**src/logic/vip_pkg.sv**
```systemverilog
`default_nettype none

package vip_pkg;

   // Register indices; the byte address of a register is its index times four.
   localparam int unsigned IDX_TO_BYTE = 4;
   localparam logic [7:0]  IDX_MODE    = 8'h01;
   localparam logic [7:0]  IDX_HD_CFG  = 8'h33;
   localparam logic [7:0]  IDX_HD_RGB  = 8'h35;
   localparam logic [7:0]  IDX_SD_RGB  = 8'h87;
   localparam logic [7:0]  IDX_SD_CFG  = 8'h88;
   localparam logic [7:0]  IDX_STATUS  = 8'h40;

   // Field positions.
   localparam int unsigned MODE_SWAP_BIT = 7;
   localparam int unsigned MODE_LSB      = 4;
   localparam int unsigned EDGE_LSB      = 1;
   localparam int unsigned HD_FMT422_BIT = 6;
   localparam int unsigned HD_WIDE_BIT   = 2;
   localparam int unsigned HD_RGB_BIT    = 1;
   localparam int unsigned SD_RGB_BIT    = 7;
   localparam int unsigned SD_W16_BIT    = 3;
   localparam int unsigned SD_WIDE_BIT   = 4;

   // Writable bits of each register; all other bits read as zero.
   localparam logic [7:0] MASK_MODE   = 8'hf6;
   localparam logic [7:0] MASK_HD_CFG = 8'h44;
   localparam logic [7:0] MASK_HD_RGB = 8'h02;
   localparam logic [7:0] MASK_SD_RGB = 8'h80;
   localparam logic [7:0] MASK_SD_CFG = 8'h18;

   // Values after reset.
   localparam logic [7:0] RST_MODE   = 8'h00;
   localparam logic [7:0] RST_HD_CFG = 8'h00;
   localparam logic [7:0] RST_HD_RGB = 8'h00;
   localparam logic [7:0] RST_SD_RGB = 8'h00;
   localparam logic [7:0] RST_SD_CFG = 8'h00;
   localparam logic [1:0] RST_SD_SYNC = 2'h3;
   localparam logic [2:0] RST_HD_SYNC = 3'h7;

   // Input mode codes.
   localparam logic [2:0] MODE_SD      = 3'h0;
   localparam logic [2:0] MODE_HD_SDR  = 3'h1;
   localparam logic [2:0] MODE_HD_DDR  = 3'h2;
   localparam logic [2:0] MODE_SIM_SDR = 3'h3;
   localparam logic [2:0] MODE_SIM_DDR = 3'h4;
   localparam logic [2:0] MODE_ED54    = 3'h7;

endpackage : vip_pkg

`default_nettype wire

```
**src/logic/vip_input_cfg.sv**
```systemverilog
`default_nettype none

// How it works
// - Mode field bits 6:4 of register 0x01 selects SD, HD, dual, simultaneous or ED54.
// - After reset the mode is SD only, code 000.
// - SD 8/10-bit 4:2:2 takes interleaved data from sd bus, or luma when swapped.
// - SD 16/20-bit: Y sd, CrCb luma; swapped: Y luma, CrCb chroma.
// - SD RGB: red sd bus, green luma bus, blue chroma bus.
// - SD YCrCb format comes from bits 4:3 of register 0x88.
// - Narrow widths use only the upper eight bits of each bus.
// - Bit 2 of register 0x33 picks 8-bit or 10-bit HD buses.
// - Bit 4 of register 0x88 picks 8-bit or 10-bit SD bus.
// - HD-only single rate YCrCb: bit 6 of 0x33 picks 4:2:2 or 4:4:4.
// - HD RGB only single rate 4:4:4; dual rate only 4:2:2 YCrCb.
// - HD single rate 4:2:2: Y from luma bus, CrCb from chroma bus.
// - Dual rate: Y and CrCb share luma bus on opposite clock edges.
module vip_input_cfg (
   input  wire logic        pclk,
   input  wire logic        presetn,
   input  wire logic        psel,
   input  wire logic        penable,
   input  wire logic        pwrite,
   input  wire logic [11:0] paddr,
   input  wire logic [31:0] pwdata,
   input  wire logic [3:0]  pstrb,
   output logic      [31:0] prdata,
   output logic             pready,
   output logic             pslverr,
   input  wire logic        primary_pixel_clock_in,
   input  wire logic        secondary_pixel_clock_in,
   input  wire logic [9:0]  sd_bus,
   input  wire logic [9:0]  luma_bus,
   input  wire logic [9:0]  chroma_bus,
   input  wire logic        sd_hsync_n,
   input  wire logic        sd_vsync_n,
   input  wire logic        prog_hsync_n,
   input  wire logic        prog_vsync_n,
   input  wire logic        prog_blank_n,
   output logic             sd_valid,
   output logic      [9:0]  sd_a,
   output logic      [9:0]  sd_b,
   output logic      [9:0]  sd_c,
   output logic      [1:0]  sd_sync_n,
   output logic             hd_valid,
   output logic      [9:0]  hd_a,
   output logic      [9:0]  hd_b,
   output logic      [9:0]  hd_c,
   output logic      [2:0]  hd_sync_n
);

   logic [7:0]  mode_ff;
   logic [7:0]  hd_cfg_ff;
   logic [7:0]  hd_rgb_ff;
   logic [7:0]  sd_rgb_ff;
   logic [7:0]  sd_cfg_ff;
   logic [31:0] prdata_ff;
   logic        slverr_ff;
   logic [36:0] s_all;
   logic        s_ck_a;
   logic        s_ck_b;
   logic [9:0]  s_sd;
   logic [9:0]  s_luma;
   logic [9:0]  s_chroma;
   logic [4:0]  s_syn;
   logic        ck_a_d_ff;
   logic        ck_b_d_ff;
   logic        sd_valid_ff;
   logic        hd_valid_ff;
   logic [1:0]  sd_sync_ff;
   logic [2:0]  hd_sync_ff;
   logic [9:0]  lane_in  [6];
   logic [9:0]  lane_out [6];
   logic [5:0]  lane_en;
   logic [5:0]  lane_wide;

   // Pins and both pixel clocks are sampled by pclk through two flip-flops.
   vip_sync #(.W(37)) u_sync (
      .clk   (pclk),
      .rst_n (presetn),
      .din   ({primary_pixel_clock_in, secondary_pixel_clock_in, sd_bus, luma_bus,
               chroma_bus, sd_hsync_n, sd_vsync_n, prog_hsync_n, prog_vsync_n,
               prog_blank_n}),
      .dout  (s_all)
   );
   assign {s_ck_a, s_ck_b, s_sd, s_luma, s_chroma, s_syn} = s_all;

   // Register bus decode; registers sit at four times their index.
   logic [7:0] idx;
   logic       idx_ok;
   logic       hit;
   logic       wr;
   assign idx    = paddr[9:2];
   assign idx_ok = (paddr[1:0] == 2'h0) && (paddr[11:10] == 2'h0);
   assign hit    = idx_ok && (idx == vip_pkg::IDX_MODE || idx == vip_pkg::IDX_HD_CFG ||
                              idx == vip_pkg::IDX_HD_RGB || idx == vip_pkg::IDX_SD_RGB ||
                              idx == vip_pkg::IDX_SD_CFG || idx == vip_pkg::IDX_STATUS);
   assign wr     = psel && penable && pwrite && pstrb[0] && hit;
   assign pready = psel && penable;
   assign prdata = prdata_ff;
   assign pslverr = slverr_ff && pready;

   always_ff @(posedge pclk or negedge presetn) begin
      if (!presetn) begin
         mode_ff   <= vip_pkg::RST_MODE;
         hd_cfg_ff <= vip_pkg::RST_HD_CFG;
         hd_rgb_ff <= vip_pkg::RST_HD_RGB;
         sd_rgb_ff <= vip_pkg::RST_SD_RGB;
         sd_cfg_ff <= vip_pkg::RST_SD_CFG;
      end else if (wr) begin
         unique case (idx)
            vip_pkg::IDX_MODE:   mode_ff   <= pwdata[7:0] & vip_pkg::MASK_MODE;
            vip_pkg::IDX_HD_CFG: hd_cfg_ff <= pwdata[7:0] & vip_pkg::MASK_HD_CFG;
            vip_pkg::IDX_HD_RGB: hd_rgb_ff <= pwdata[7:0] & vip_pkg::MASK_HD_RGB;
            vip_pkg::IDX_SD_RGB: sd_rgb_ff <= pwdata[7:0] & vip_pkg::MASK_SD_RGB;
            vip_pkg::IDX_SD_CFG: sd_cfg_ff <= pwdata[7:0] & vip_pkg::MASK_SD_CFG;
            default: ;
         endcase
      end
   end

   // Mode decode.
   logic [2:0] mode;
   logic       swap;
   logic       y_on_fall;
   logic       sd_rgb;
   logic       sd_w16;
   logic       sd_wide;
   logic       hd_rgb;
   logic       hd_422;
   logic       hd_wide;
   logic       m_sd;
   logic       m_hd_sdr;
   logic       m_sim_sdr;
   logic       m_ed54;
   logic       ddr;
   logic       sd_act;
   logic       hd_act;
   logic       reserved;
   logic       sim;
   assign mode      = mode_ff[vip_pkg::MODE_LSB +: 3];
   assign swap      = mode_ff[vip_pkg::MODE_SWAP_BIT];
   assign y_on_fall = |mode_ff[vip_pkg::EDGE_LSB +: 2];
   assign sd_rgb    = sd_rgb_ff[vip_pkg::SD_RGB_BIT];
   assign sd_w16    = sd_cfg_ff[vip_pkg::SD_W16_BIT];
   assign sd_wide   = sd_cfg_ff[vip_pkg::SD_WIDE_BIT];
   assign hd_rgb    = hd_rgb_ff[vip_pkg::HD_RGB_BIT];
   assign hd_422    = hd_cfg_ff[vip_pkg::HD_FMT422_BIT];
   assign hd_wide   = hd_cfg_ff[vip_pkg::HD_WIDE_BIT];
   assign m_sd      = mode == vip_pkg::MODE_SD;
   assign m_hd_sdr  = mode == vip_pkg::MODE_HD_SDR;
   assign m_sim_sdr = mode == vip_pkg::MODE_SIM_SDR;
   assign m_ed54    = mode == vip_pkg::MODE_ED54;
   assign ddr       = mode == vip_pkg::MODE_HD_DDR || mode == vip_pkg::MODE_SIM_DDR;
   assign sim       = m_sim_sdr || mode == vip_pkg::MODE_SIM_DDR;
   assign sd_act    = m_sd || sim;
   assign hd_act    = m_hd_sdr || ddr || m_sim_sdr || m_ed54;
   assign reserved  = !sd_act && !hd_act;

   // Edges of the sampled pixel clocks.
   always_ff @(posedge pclk or negedge presetn) begin
      if (!presetn) begin
         ck_a_d_ff <= 1'b0;
         ck_b_d_ff <= 1'b0;
      end else begin
         ck_a_d_ff <= s_ck_a;
         ck_b_d_ff <= s_ck_b;
      end
   end

   logic rise_a;
   logic hd_rise;
   logic hd_fall;
   logic y_edge;
   logic c_edge;
   assign rise_a  = s_ck_a && !ck_a_d_ff;
   // HD-only modes clock on the primary pin, simultaneous modes on the secondary.
   assign hd_rise = sim ? (s_ck_b && !ck_b_d_ff) : rise_a;
   assign hd_fall = sim ? (!s_ck_b && ck_b_d_ff) : (!s_ck_a && ck_a_d_ff);
   assign y_edge  = y_on_fall ? hd_fall : hd_rise;
   assign c_edge  = y_on_fall ? hd_rise : hd_fall;

   // Lanes 0..2 carry the SD stream, lanes 3..5 the HD stream.
   always_comb begin
      lane_in[0] = s_sd;
      lane_in[1] = 10'h000;
      lane_in[2] = 10'h000;
      if (m_sd && sd_rgb) begin
         lane_in[0] = s_luma;
         lane_in[1] = s_sd;
         lane_in[2] = s_chroma;
      end else if (m_sd && sd_w16) begin
         lane_in[0] = swap ? s_luma : s_sd;
         lane_in[1] = swap ? s_chroma : s_luma;
      end else if (m_sd) begin
         lane_in[0] = swap ? s_luma : s_sd;
      end
      lane_in[3] = s_luma;
      lane_in[4] = s_chroma;
      lane_in[5] = 10'h000;
      if (ddr) begin
         lane_in[4] = s_luma;
      end else if (m_hd_sdr && (hd_rgb || !hd_422)) begin
         lane_in[4] = s_sd;
         lane_in[5] = s_chroma;
      end else if (m_ed54) begin
         lane_in[4] = 10'h000;
      end
   end

   // The RGB enable is ignored outside single-rate HD-only, so DDR stays 4:2:2.
   assign lane_en[2:0] = {3{sd_act && rise_a}};
   assign lane_en[3] = hd_act && (ddr ? y_edge : hd_rise);
   assign lane_en[4] = hd_act && (ddr ? c_edge : hd_rise);
   assign lane_en[5] = hd_act && !ddr && hd_rise;
   assign lane_wide  = {{3{hd_wide}}, {3{sd_wide}}};

   for (genvar g = 0; g < 6; g++) begin : g_lane
      vip_lane #(.W(10)) u_lane (
         .clk   (pclk),
         .rst_n (presetn),
         .en    (lane_en[g]),
         .wide  (lane_wide[g]),
         .din   (lane_in[g]),
         .dout  (lane_out[g])
      );
   end

   // Valid pulses and the sync levels that travel with each word.
   always_ff @(posedge pclk or negedge presetn) begin
      if (!presetn) begin
         sd_valid_ff <= 1'b0;
         hd_valid_ff <= 1'b0;
      end else begin
         sd_valid_ff <= sd_act && rise_a;
         hd_valid_ff <= hd_act && (ddr ? c_edge : hd_rise);
      end
   end

   always_ff @(posedge pclk or negedge presetn) begin
      if (!presetn) begin
         sd_sync_ff <= vip_pkg::RST_SD_SYNC;
         hd_sync_ff <= vip_pkg::RST_HD_SYNC;
      end else begin
         if (sd_act && rise_a) begin
            sd_sync_ff <= s_syn[4:3];
         end
         if (hd_act && hd_rise) begin
            hd_sync_ff <= s_syn[2:0];
         end
      end
   end

   assign sd_valid  = sd_valid_ff;
   assign hd_valid  = hd_valid_ff;
   assign sd_a      = lane_out[0];
   assign sd_b      = lane_out[1];
   assign sd_c      = lane_out[2];
   assign hd_a      = lane_out[3];
   assign hd_b      = lane_out[4];
   assign hd_c      = lane_out[5];
   assign sd_sync_n = sd_sync_ff;
   assign hd_sync_n = hd_sync_ff;

   // Status: mode, reserved mode, refused RGB enable, active streams.
   logic [7:0] status;
   assign status = {1'b0, hd_act, sd_act, hd_rgb && !m_hd_sdr, reserved, 1'b0, 1'b0, 1'b0} |
                   {5'h00, mode};

   // Read data is latched in the setup phase and held through the access phase.
   always_ff @(posedge pclk or negedge presetn) begin
      if (!presetn) begin
         prdata_ff <= 32'h0000_0000;
         slverr_ff <= 1'b0;
      end else if (psel && !penable) begin
         slverr_ff <= !hit;
         prdata_ff <= 32'h0000_0000;
         if (hit && !pwrite) begin
            unique case (idx)
               vip_pkg::IDX_MODE:   prdata_ff <= {24'h000000, mode_ff};
               vip_pkg::IDX_HD_CFG: prdata_ff <= {24'h000000, hd_cfg_ff};
               vip_pkg::IDX_HD_RGB: prdata_ff <= {24'h000000, hd_rgb_ff};
               vip_pkg::IDX_SD_RGB: prdata_ff <= {24'h000000, sd_rgb_ff};
               vip_pkg::IDX_SD_CFG: prdata_ff <= {24'h000000, sd_cfg_ff};
               default:             prdata_ff <= {24'h000000, status};
            endcase
         end
      end
   end
endmodule : vip_input_cfg

`default_nettype wire

```
**src/logic/vip_sync.sv**
```systemverilog
`default_nettype none

module vip_sync #(
   parameter int unsigned W = 1
) (
   input  wire logic         clk,
   input  wire logic         rst_n,
   input  wire logic [W-1:0] din,
   output logic      [W-1:0] dout
);

   logic [W-1:0] meta_ff;

   always_ff @(posedge clk or negedge rst_n) begin
      if (!rst_n) begin
         meta_ff <= '0;
         dout    <= '0;
      end else begin
         meta_ff <= din;
         dout    <= meta_ff;
      end
   end

endmodule : vip_sync

`default_nettype wire

```
**src/logic/vip_lane.sv**
```systemverilog
`default_nettype none

module vip_lane #(
   parameter int unsigned W = 10
) (
   input  wire logic         clk,
   input  wire logic         rst_n,
   input  wire logic         en,
   input  wire logic         wide,
   input  wire logic [W-1:0] din,
   output logic      [W-1:0] dout
);

   // A narrow bus keeps only its upper eight bits.
   always_ff @(posedge clk or negedge rst_n) begin
      if (!rst_n) begin
         dout <= '0;
      end else if (en) begin
         dout <= wide ? din : {din[W-1:2], 2'b00};
      end
   end

endmodule : vip_lane

`default_nettype wire

```
**config.mk**
```make
export PLATFORM = sky130hd
export DESIGN_NAME = vip_input_cfg
export DESIGN_NICKNAME = d
export VERILOG_FILES = /design/src/logic/vip_pkg.sv /design/src/logic/vip_input_cfg.sv /design/src/logic/vip_sync.sv /design/src/logic/vip_lane.sv
export SDC_FILE = /design/constraint.sdc
export NUM_CORES = 1
export LEC_CHECK = 0
export BUFFER_PORTS_ARGS = -buffer_cell sky130_fd_sc_hd__buf_2
export CORE_AREA = 2 2 153 155
export CTS_BUF_LIST = sky130_fd_sc_hd__clkbuf_4 sky130_fd_sc_hd__clkbuf_8
export CTS_CLUSTER_DIAMETER = 60
export DETAILED_ROUTE_END_ITERATION = 8
export DIE_AREA = 0 0 155 157
export PLACE_DENSITY = 0.57
export SLEW_MARGIN = 20
export SYNTH_ARGS = -nofsm -noshare
export SYNTH_HDL_FRONTEND = slang
export SYNTH_HIERARCHICAL = 1
export SYNTH_SLANG_ARGS = --single-unit
export TNS_END_PERCENT = 20
```
**constraint.sdc**
```tcl
create_clock -name pclk -period 3.25 [get_ports pclk]
set_input_delay 0.325 -clock pclk [delete_from_list [all_inputs] [get_ports pclk]]
set_output_delay 0.325 -clock pclk [all_outputs]
set_load 0.005 [all_outputs]
```
==> results.cfg, run 1 <==
[status]
status = completed

[setup_path]
arrival_ns = 2.87
crit_path_start_kind = flip-flop
r2r-start = mode_ff[6]
r2r_slack_ns = 0.72
crit_start = mode_ff[6]
r2r_cells = 6
worstPathMaxFanout = 12
cp_data_required_time_ns = 3.59
critPathKind = reg2reg
end_kind = flip-flop
rr_endpoint = g_lane[4].u_lane/dout[8]
critPathCapture = g_lane[4].u_lane/dout[8]

[global_route]
grt_max_degree = 77
grt_pass1_wl_um = 25500
grt.overflow.total = 0
grt_pass1_vias = 4454
track_usage_pct = 13.9
antenna_found_initial = 0

[cts]
cts.path.max_buffers = 2
cts_root_buf = clkbuf_8
cts_resized = 0
cts_tree = done
cts_max_level = 4
cts_buffers = 17
cts.sinks = 164
worstSkewPairLatency_ns = 0.45
clkTransAtPathRegs_ns = 0.09
postCtsSetupBuffers = 0

[finish]
nFillCells = 2163
area_delta_synth_final_pct = 25.6
fin_util_pct = 37.5
fin_cells = 978
finalNetCount = 770
antenna_cells = 0
drive_above_1_share_pct = 38.0

[timing]
finalSetupViolations = 0
finalWorstPathRequiredPeriod_ns = 2.53
fin_crit_sh_pct = 78.0
skew_ns = 0.0135
finalHoldViolations = 0
fin_tns_setup_ns = 0
rsz0062_at_grt = no
worst_hold_slack_ns = 0.109
slew_headroom_pct = 37.6
fmax_mhz = 395
worst_pin_slew_ns = 0.934
drv_slew = 0

[job]
max_cap_viol_count = 0

[drt]
routedWlPerCell_um = 16.5
ant_nets = 0
vias_per_cell = 4.39
detail_route.first_pass.iterations = 5
drt_iter0_markers = 202
vias = 4295
drcViolationCount = 0
wl_um = 16100

[synthesis]
synth_edf_count = 0
synth_xor_area_share_pct = 0.261
synth-simple-area-share_pct = 9.14
yosys_register_bits = 164
netlist_instances = 495
synth_compound_area_share_pct = 6.66
synth_area_um2 = 6720
syn_avg_cell_area_um2 = 13.6
async_reset_ff_share_pct = 100
synth_mux_area_share_pct = 16.7
synth_top_family_by_area = multiplexers
ys_warn_count = 6
yosysSeqAreaShare_pct = 61.1
synth_flop_cell = dfrtp_1
ys_types = 46
synth_fa_ha_area_share_pct = 0

[pwr]
power.density_nw_per_um2 = 456
ir_worst_vdd_mv = 0.213
design_power_total_mw = 3.85
p_leak_nw = 4.15

[min_path]
hold_class = in2reg

[place]
portBuffers = 138
dp.cells = 908
dp_hpwl_um = 11200
gp_congestion = 0.759

[floorplanning]
core_area_um2 = 22500
initial_core_util_pct = 29.9
fp-row-count = 55
die_h_um = 157
io_pins = 191
die_w_um = 155
die_area_um2 = 24300
[cell usage after synthesis (9+ instances only)]
| master | n | area, um^2 |
|---|---|---|
| and3_1 | 13 | 81.3 |
| mux2_1 | 18 | 203 |
| dfrtp_1 | 159 | 3980 |
| nand2b_1 | 9 | 56.3 |
| mux2_4 | 36 | 541 |
| inv_1 | 24 | 90.1 |
| o21ai_0 | 22 | 110 |
| mux2_2 | 22 | 248 |
| buf_4 | 26 | 195 |
| and2_1 | 13 | 81.3 |
| nand3_1 | 17 | 85.1 |
| a222oi_1 | 9 | 90.1 |
| mux2i_1 | 13 | 130 |
| nand2_1 | 23 | 86.3 |
[cells in the final DEF, fill, tap and decap left out, types with 4 or more instances in the layout]
cell type / count
and3_1: 13
o21ai_0: 22
conb_1: 24
a31oi_1: 4
o21ai_2: 8
buf_2: 137
inv_1: 23
clkbuf_8: 18
nand3_1: 17
nor2b_1: 8
nand2_1: 23
buf_4: 10
dlygate4sd3_1: 38
inv_6: 7
o21ai_1: 4
nor2_1: 6
dfrtp_1: 159
mux2_4: 36
and2_1: 13
nand2b_1: 9
mux2_2: 22
a22o_1: 4
a222oi_1: 9
mux2i_1: 13
nor3_1: 4
mux2_1: 18
dfstp_2: 5
[cell type report]
| type | count | area [um^2] | share of cell area (%) |
|---|---|---|---|
| clock buffers | 18 | 248 | 2.94 |
| clock inverters | 14 | 144 | 1.70 |
| inverters | 24 | 90.1 | 1.07 |
| multi-input cells | 285 | 2300 | 27.2 |
| flip-flops and latches | 164 | 4110 | 48.7 |
| well taps | 285 | 357 | 4.22 |
| repair buffers | 188 | 1190 | 14.1 |
[what timing repair did]
action | CTS | global route
hold buffers | 38 | 0
endpoints found under the hold margin | 108 | 0
setup endpoints to repair | 0 | 0
[flip-flops by register name (all words and copies together) (netlist names)]
signal and count:
hd_sync_n 3, hd_rgb_ff 1, sd_valid 1, slverr_ff 1, sd_sync_n 2, prdata 8, hd_valid 1, g_lane.u_lane/dout 60
sd_rgb_ff 1, ck_b_d_ff 1, u_sync/dout 37, u_sync/meta_ff 37, sd_cfg_ff 2, mode_ff 6, ck_a_d_ff 1, hd_cfg_ff 2
[per-layer routing]
| metal | share of wire (%) | track usage, % | up-vias |
|---|---|---|---|
| met5 | 0 | 0 | - |
| met4 | 1.5 | 4.28 | 0 |
| met3 | 4.6 | 3.25 | 16 |
| met2 | 48 | 22.3 | 127 |
| met1 | 46 | 18.6 | 2107 |
| li1 | - | - | 2045 |
[logic make-up after synthesis]
| logic type | count (synthesis) |
|---|---|
| buffers and inverters | 69 |
| XOR/XNOR | 2 |
| AND/OR/NAND/NOR | 107 |
| flip-flops | 164 |
| other | 1 |
| multiplexers | 89 |
| AO/OA/AOI/OAI | 63 |
[worst min path at each step]
stage	slack [ns]	start	depth (start not counted)	to
3_5_place_dp	0.33	u_sync/meta_ff[13]	0	u_sync/dout[13]
2_1_floorplan	0.03	presetn	0	ck_a_d_ff
6_report	0.11	pwdata[6]	2	mode_ff[6]
5_1_grt	0.09	pwdata[2]	2	mode_ff[2]
3_3_place_gp	0.33	u_sync/meta_ff[4]	0	u_sync/dout[4]
4_1_cts	0.09	pwdata[2]	2	mode_ff[2]
[power by group]
part           switching [mW]  internal (mW)  total (mW)
Clock                   0.811          0.652        1.46
Combinational           0.114          0.122       0.236
Sequential             0.0426           2.11        2.15
Total                   0.967           2.89        3.85
[critical path, stage by stage (launching register included)]
cell	delay (ns)
dfrtp_1	0.58
nand2b_1	0.17
a21oi_1	0.61
nand3_1	0.17
a21oi_2	0.27
buf_4	0.27
mux2_2	0.35
[per-stage QoR]
| stage | cell area (um^2) | worst slack, ns |
|---|---|---|
| 2_1_floorplan | 6810 | 1.05 |
| 3_5_place_dp | 7670 | 0.710 |
| 4_1_cts | 8440 | 0.704 |
| 3_3_place_gp | 7670 | 0.771 |
| 6_report | 8440 | 0.717 |
| 5_1_grt | 8440 | 0.504 |
(Power assumes the default switching activity.)
==> inputs of run 2 (changes only) <==
==> constraint.sdc (replaced) <==
create_clock -name pclk -period 2.6 [get_ports pclk]
set_input_delay 0.26 -clock pclk [delete_from_list [all_inputs] [get_ports pclk]]
set_output_delay 0.26 -clock pclk [all_outputs]
set_load 0.005 [all_outputs]
==> results.cfg, run 2 (synthesized netlist as in run 1, its figures left out) <==
[finish]
area_delta_synth_final_pct = 27.5
final_common_cell = dfrtp_1
antenna_cells = 0
fin_area_um2 = 8570
reg_top3 = g_lane.u_lane/dout: 60 flops, u_sync/dout: 37 flops, u_sync/meta_ff: 37 flops
top_register = g_lane.u_lane/dout
drive_above_1_share_pct = 38.5
mostFrequentLayoutCells = 159 x dfrtp_1, 137 x buf_2, 38 x dlygate4sd3_1
largest_reg_flops = 60
fin_cells = 984
finalNetCount = 776

[timing]
drv_slew = 0
finalSetupViolations = 0
finalHoldViolations = 0
worst_pin_slew_ns = 0.890
skew_ns = 0.0143
fin_crit_sh_pct = 88.9
rsz0062_at_grt = no
finalWorstPathRequiredPeriod_ns = 2.31
fmax_mhz = 433
slew_headroom_pct = 40.6
fin_tns_setup_ns = 0

[cts]
cts_max_level = 4
cts_resized = 0
cts.sinks = 164
cts_root_buf = clkbuf_8
cts_buffers = 17
cts_tree = done
cts.path.max_buffers = 2
worstSkewPairLatency_ns = 0.46
clkTransAtPathRegs_ns = 0.08

[setup_path]
cp_data_required_time_ns = 2.94
crit_path_start_kind = flip-flop
path_delay_family = multiplexers
worstPathMaxFanout = 12
arrival_ns = 2.66
critPathKind = reg2reg
cp_slowest_cell = dfrtp_1
worstPathCellList = nand2b_1 > o21ai_1 > mux2i_1 > mux2i_1 > nor2_1 > buf_4 > mux2_2
max_stage_delay_ns = 0.46
end_kind = flip-flop
cpMostUsedCell = mux2i_1
path_buf_inv = 1

[pwr]
p_leak_nw = 4.22
ir_worst_vdd_mv = 0.347
power.density_nw_per_um2 = 603

[drt]
detail_route.first_pass.iterations = 7
wl_um = 16400
drcViolationCount = 0
vias_per_cell = 4.42
drt_iter0_markers = 206
vias = 4349
routedWlPerCell_um = 16.6
ant_nets = 0

[global_route]
track_usage_pct = 13.8
grt_pass1_vias = 4415
grt_max_degree = 71
grt.overflow.total = 0
antenna_found_initial = 0
grt_pass1_wl_um = 25400

[place]
dp.cells = 914
dp_hpwl_um = 11200
portBuffers = 138
gp_congestion = 0.759
dpl_cell_area_um2 = 7710

[status]
status = completed

[min_path]
hold_class = in2reg

[floorplanning]
core_area_um2 = 22500
initial_core_util_pct = 29.9
die_area_um2 = 24300
die_w_um = 155
io_pins = 191
die_h_um = 157
fp-row-count = 55

[job]
max_cap_viol_count = 0
-- run 2: where the power goes --
part | internal, mW | total [mW] | switching, mW
sequential | 2.64 | 2.69 | 0.0522
combinational | 0.155 | 0.297 | 0.142
clock | 1.23 | 2.18 | 0.951
total | 4.02 | 5.16 | 1.15
-- run 2: worst paths after layout --
kind	cells after the start	endpoint	start	slack, ns
hold / removal	2	hd_cfg_ff[6]	pwdata[6]	0.04
hold reg to reg	0	u_sync/dout[17]	u_sync/meta_ff[17]	0.34
max in group asynchronous	3	hd_sync_n[2]	presetn	1.42
setup / recovery	7	g_lane[3].u_lane/dout[8]	mode_ff[5]	0.29
setup reg to reg	7	g_lane[3].u_lane/dout[8]	mode_ff[5]	0.29
min in group asynchronous	2	g_lane[2].u_lane/dout[3]	presetn	0.37
-- run 2: metrics by stage --
step / util [%] / hold slack (ns) / power [mW] / setup WS (ns)
global route: 38.1 / 0.0168 / 5.39 / 0.112
finish: 38.1 / 0.0369 / 5.16 / 0.288
CTS: 38.1 / 0.00968 / 5.25 / 0.265
global placement: 34.3 / 0.318 / 2.99 / 0.329
floorplan: - / -0.0356 / 2.85 / 0.404
detailed placement: 34.3 / 0.320 / 3.00 / 0.265
-- run 2: what timing repair did --
action	CTS	global route
setup buffers	0	0
hold buffers	38	0
hold endpoints to repair	103	0
-- run 2: area by class of cell --
cell class                      instances  area, um^2
Clock inverter                         11         201
Clock buffer                           21         277
Fill cell                            2147       13900
Sequential cell                       164        4110
Timing Repair Buffer                  194        1240
Inverter                               24        90.1
Tap cell                              285         357
Multi-Input combinational cell        285        2300
-- run 2: metal layers --
metal / track usage (%) / up-vias / wire [um]
met4: 4.89 / 0 / 249
met3: 3.19 / 17 / 733
li1: - / 2058 / -
met1: 18.6 / 2128 / 7640
met2: 21.9 / 146 / 7750
met5: 0 / - / 0
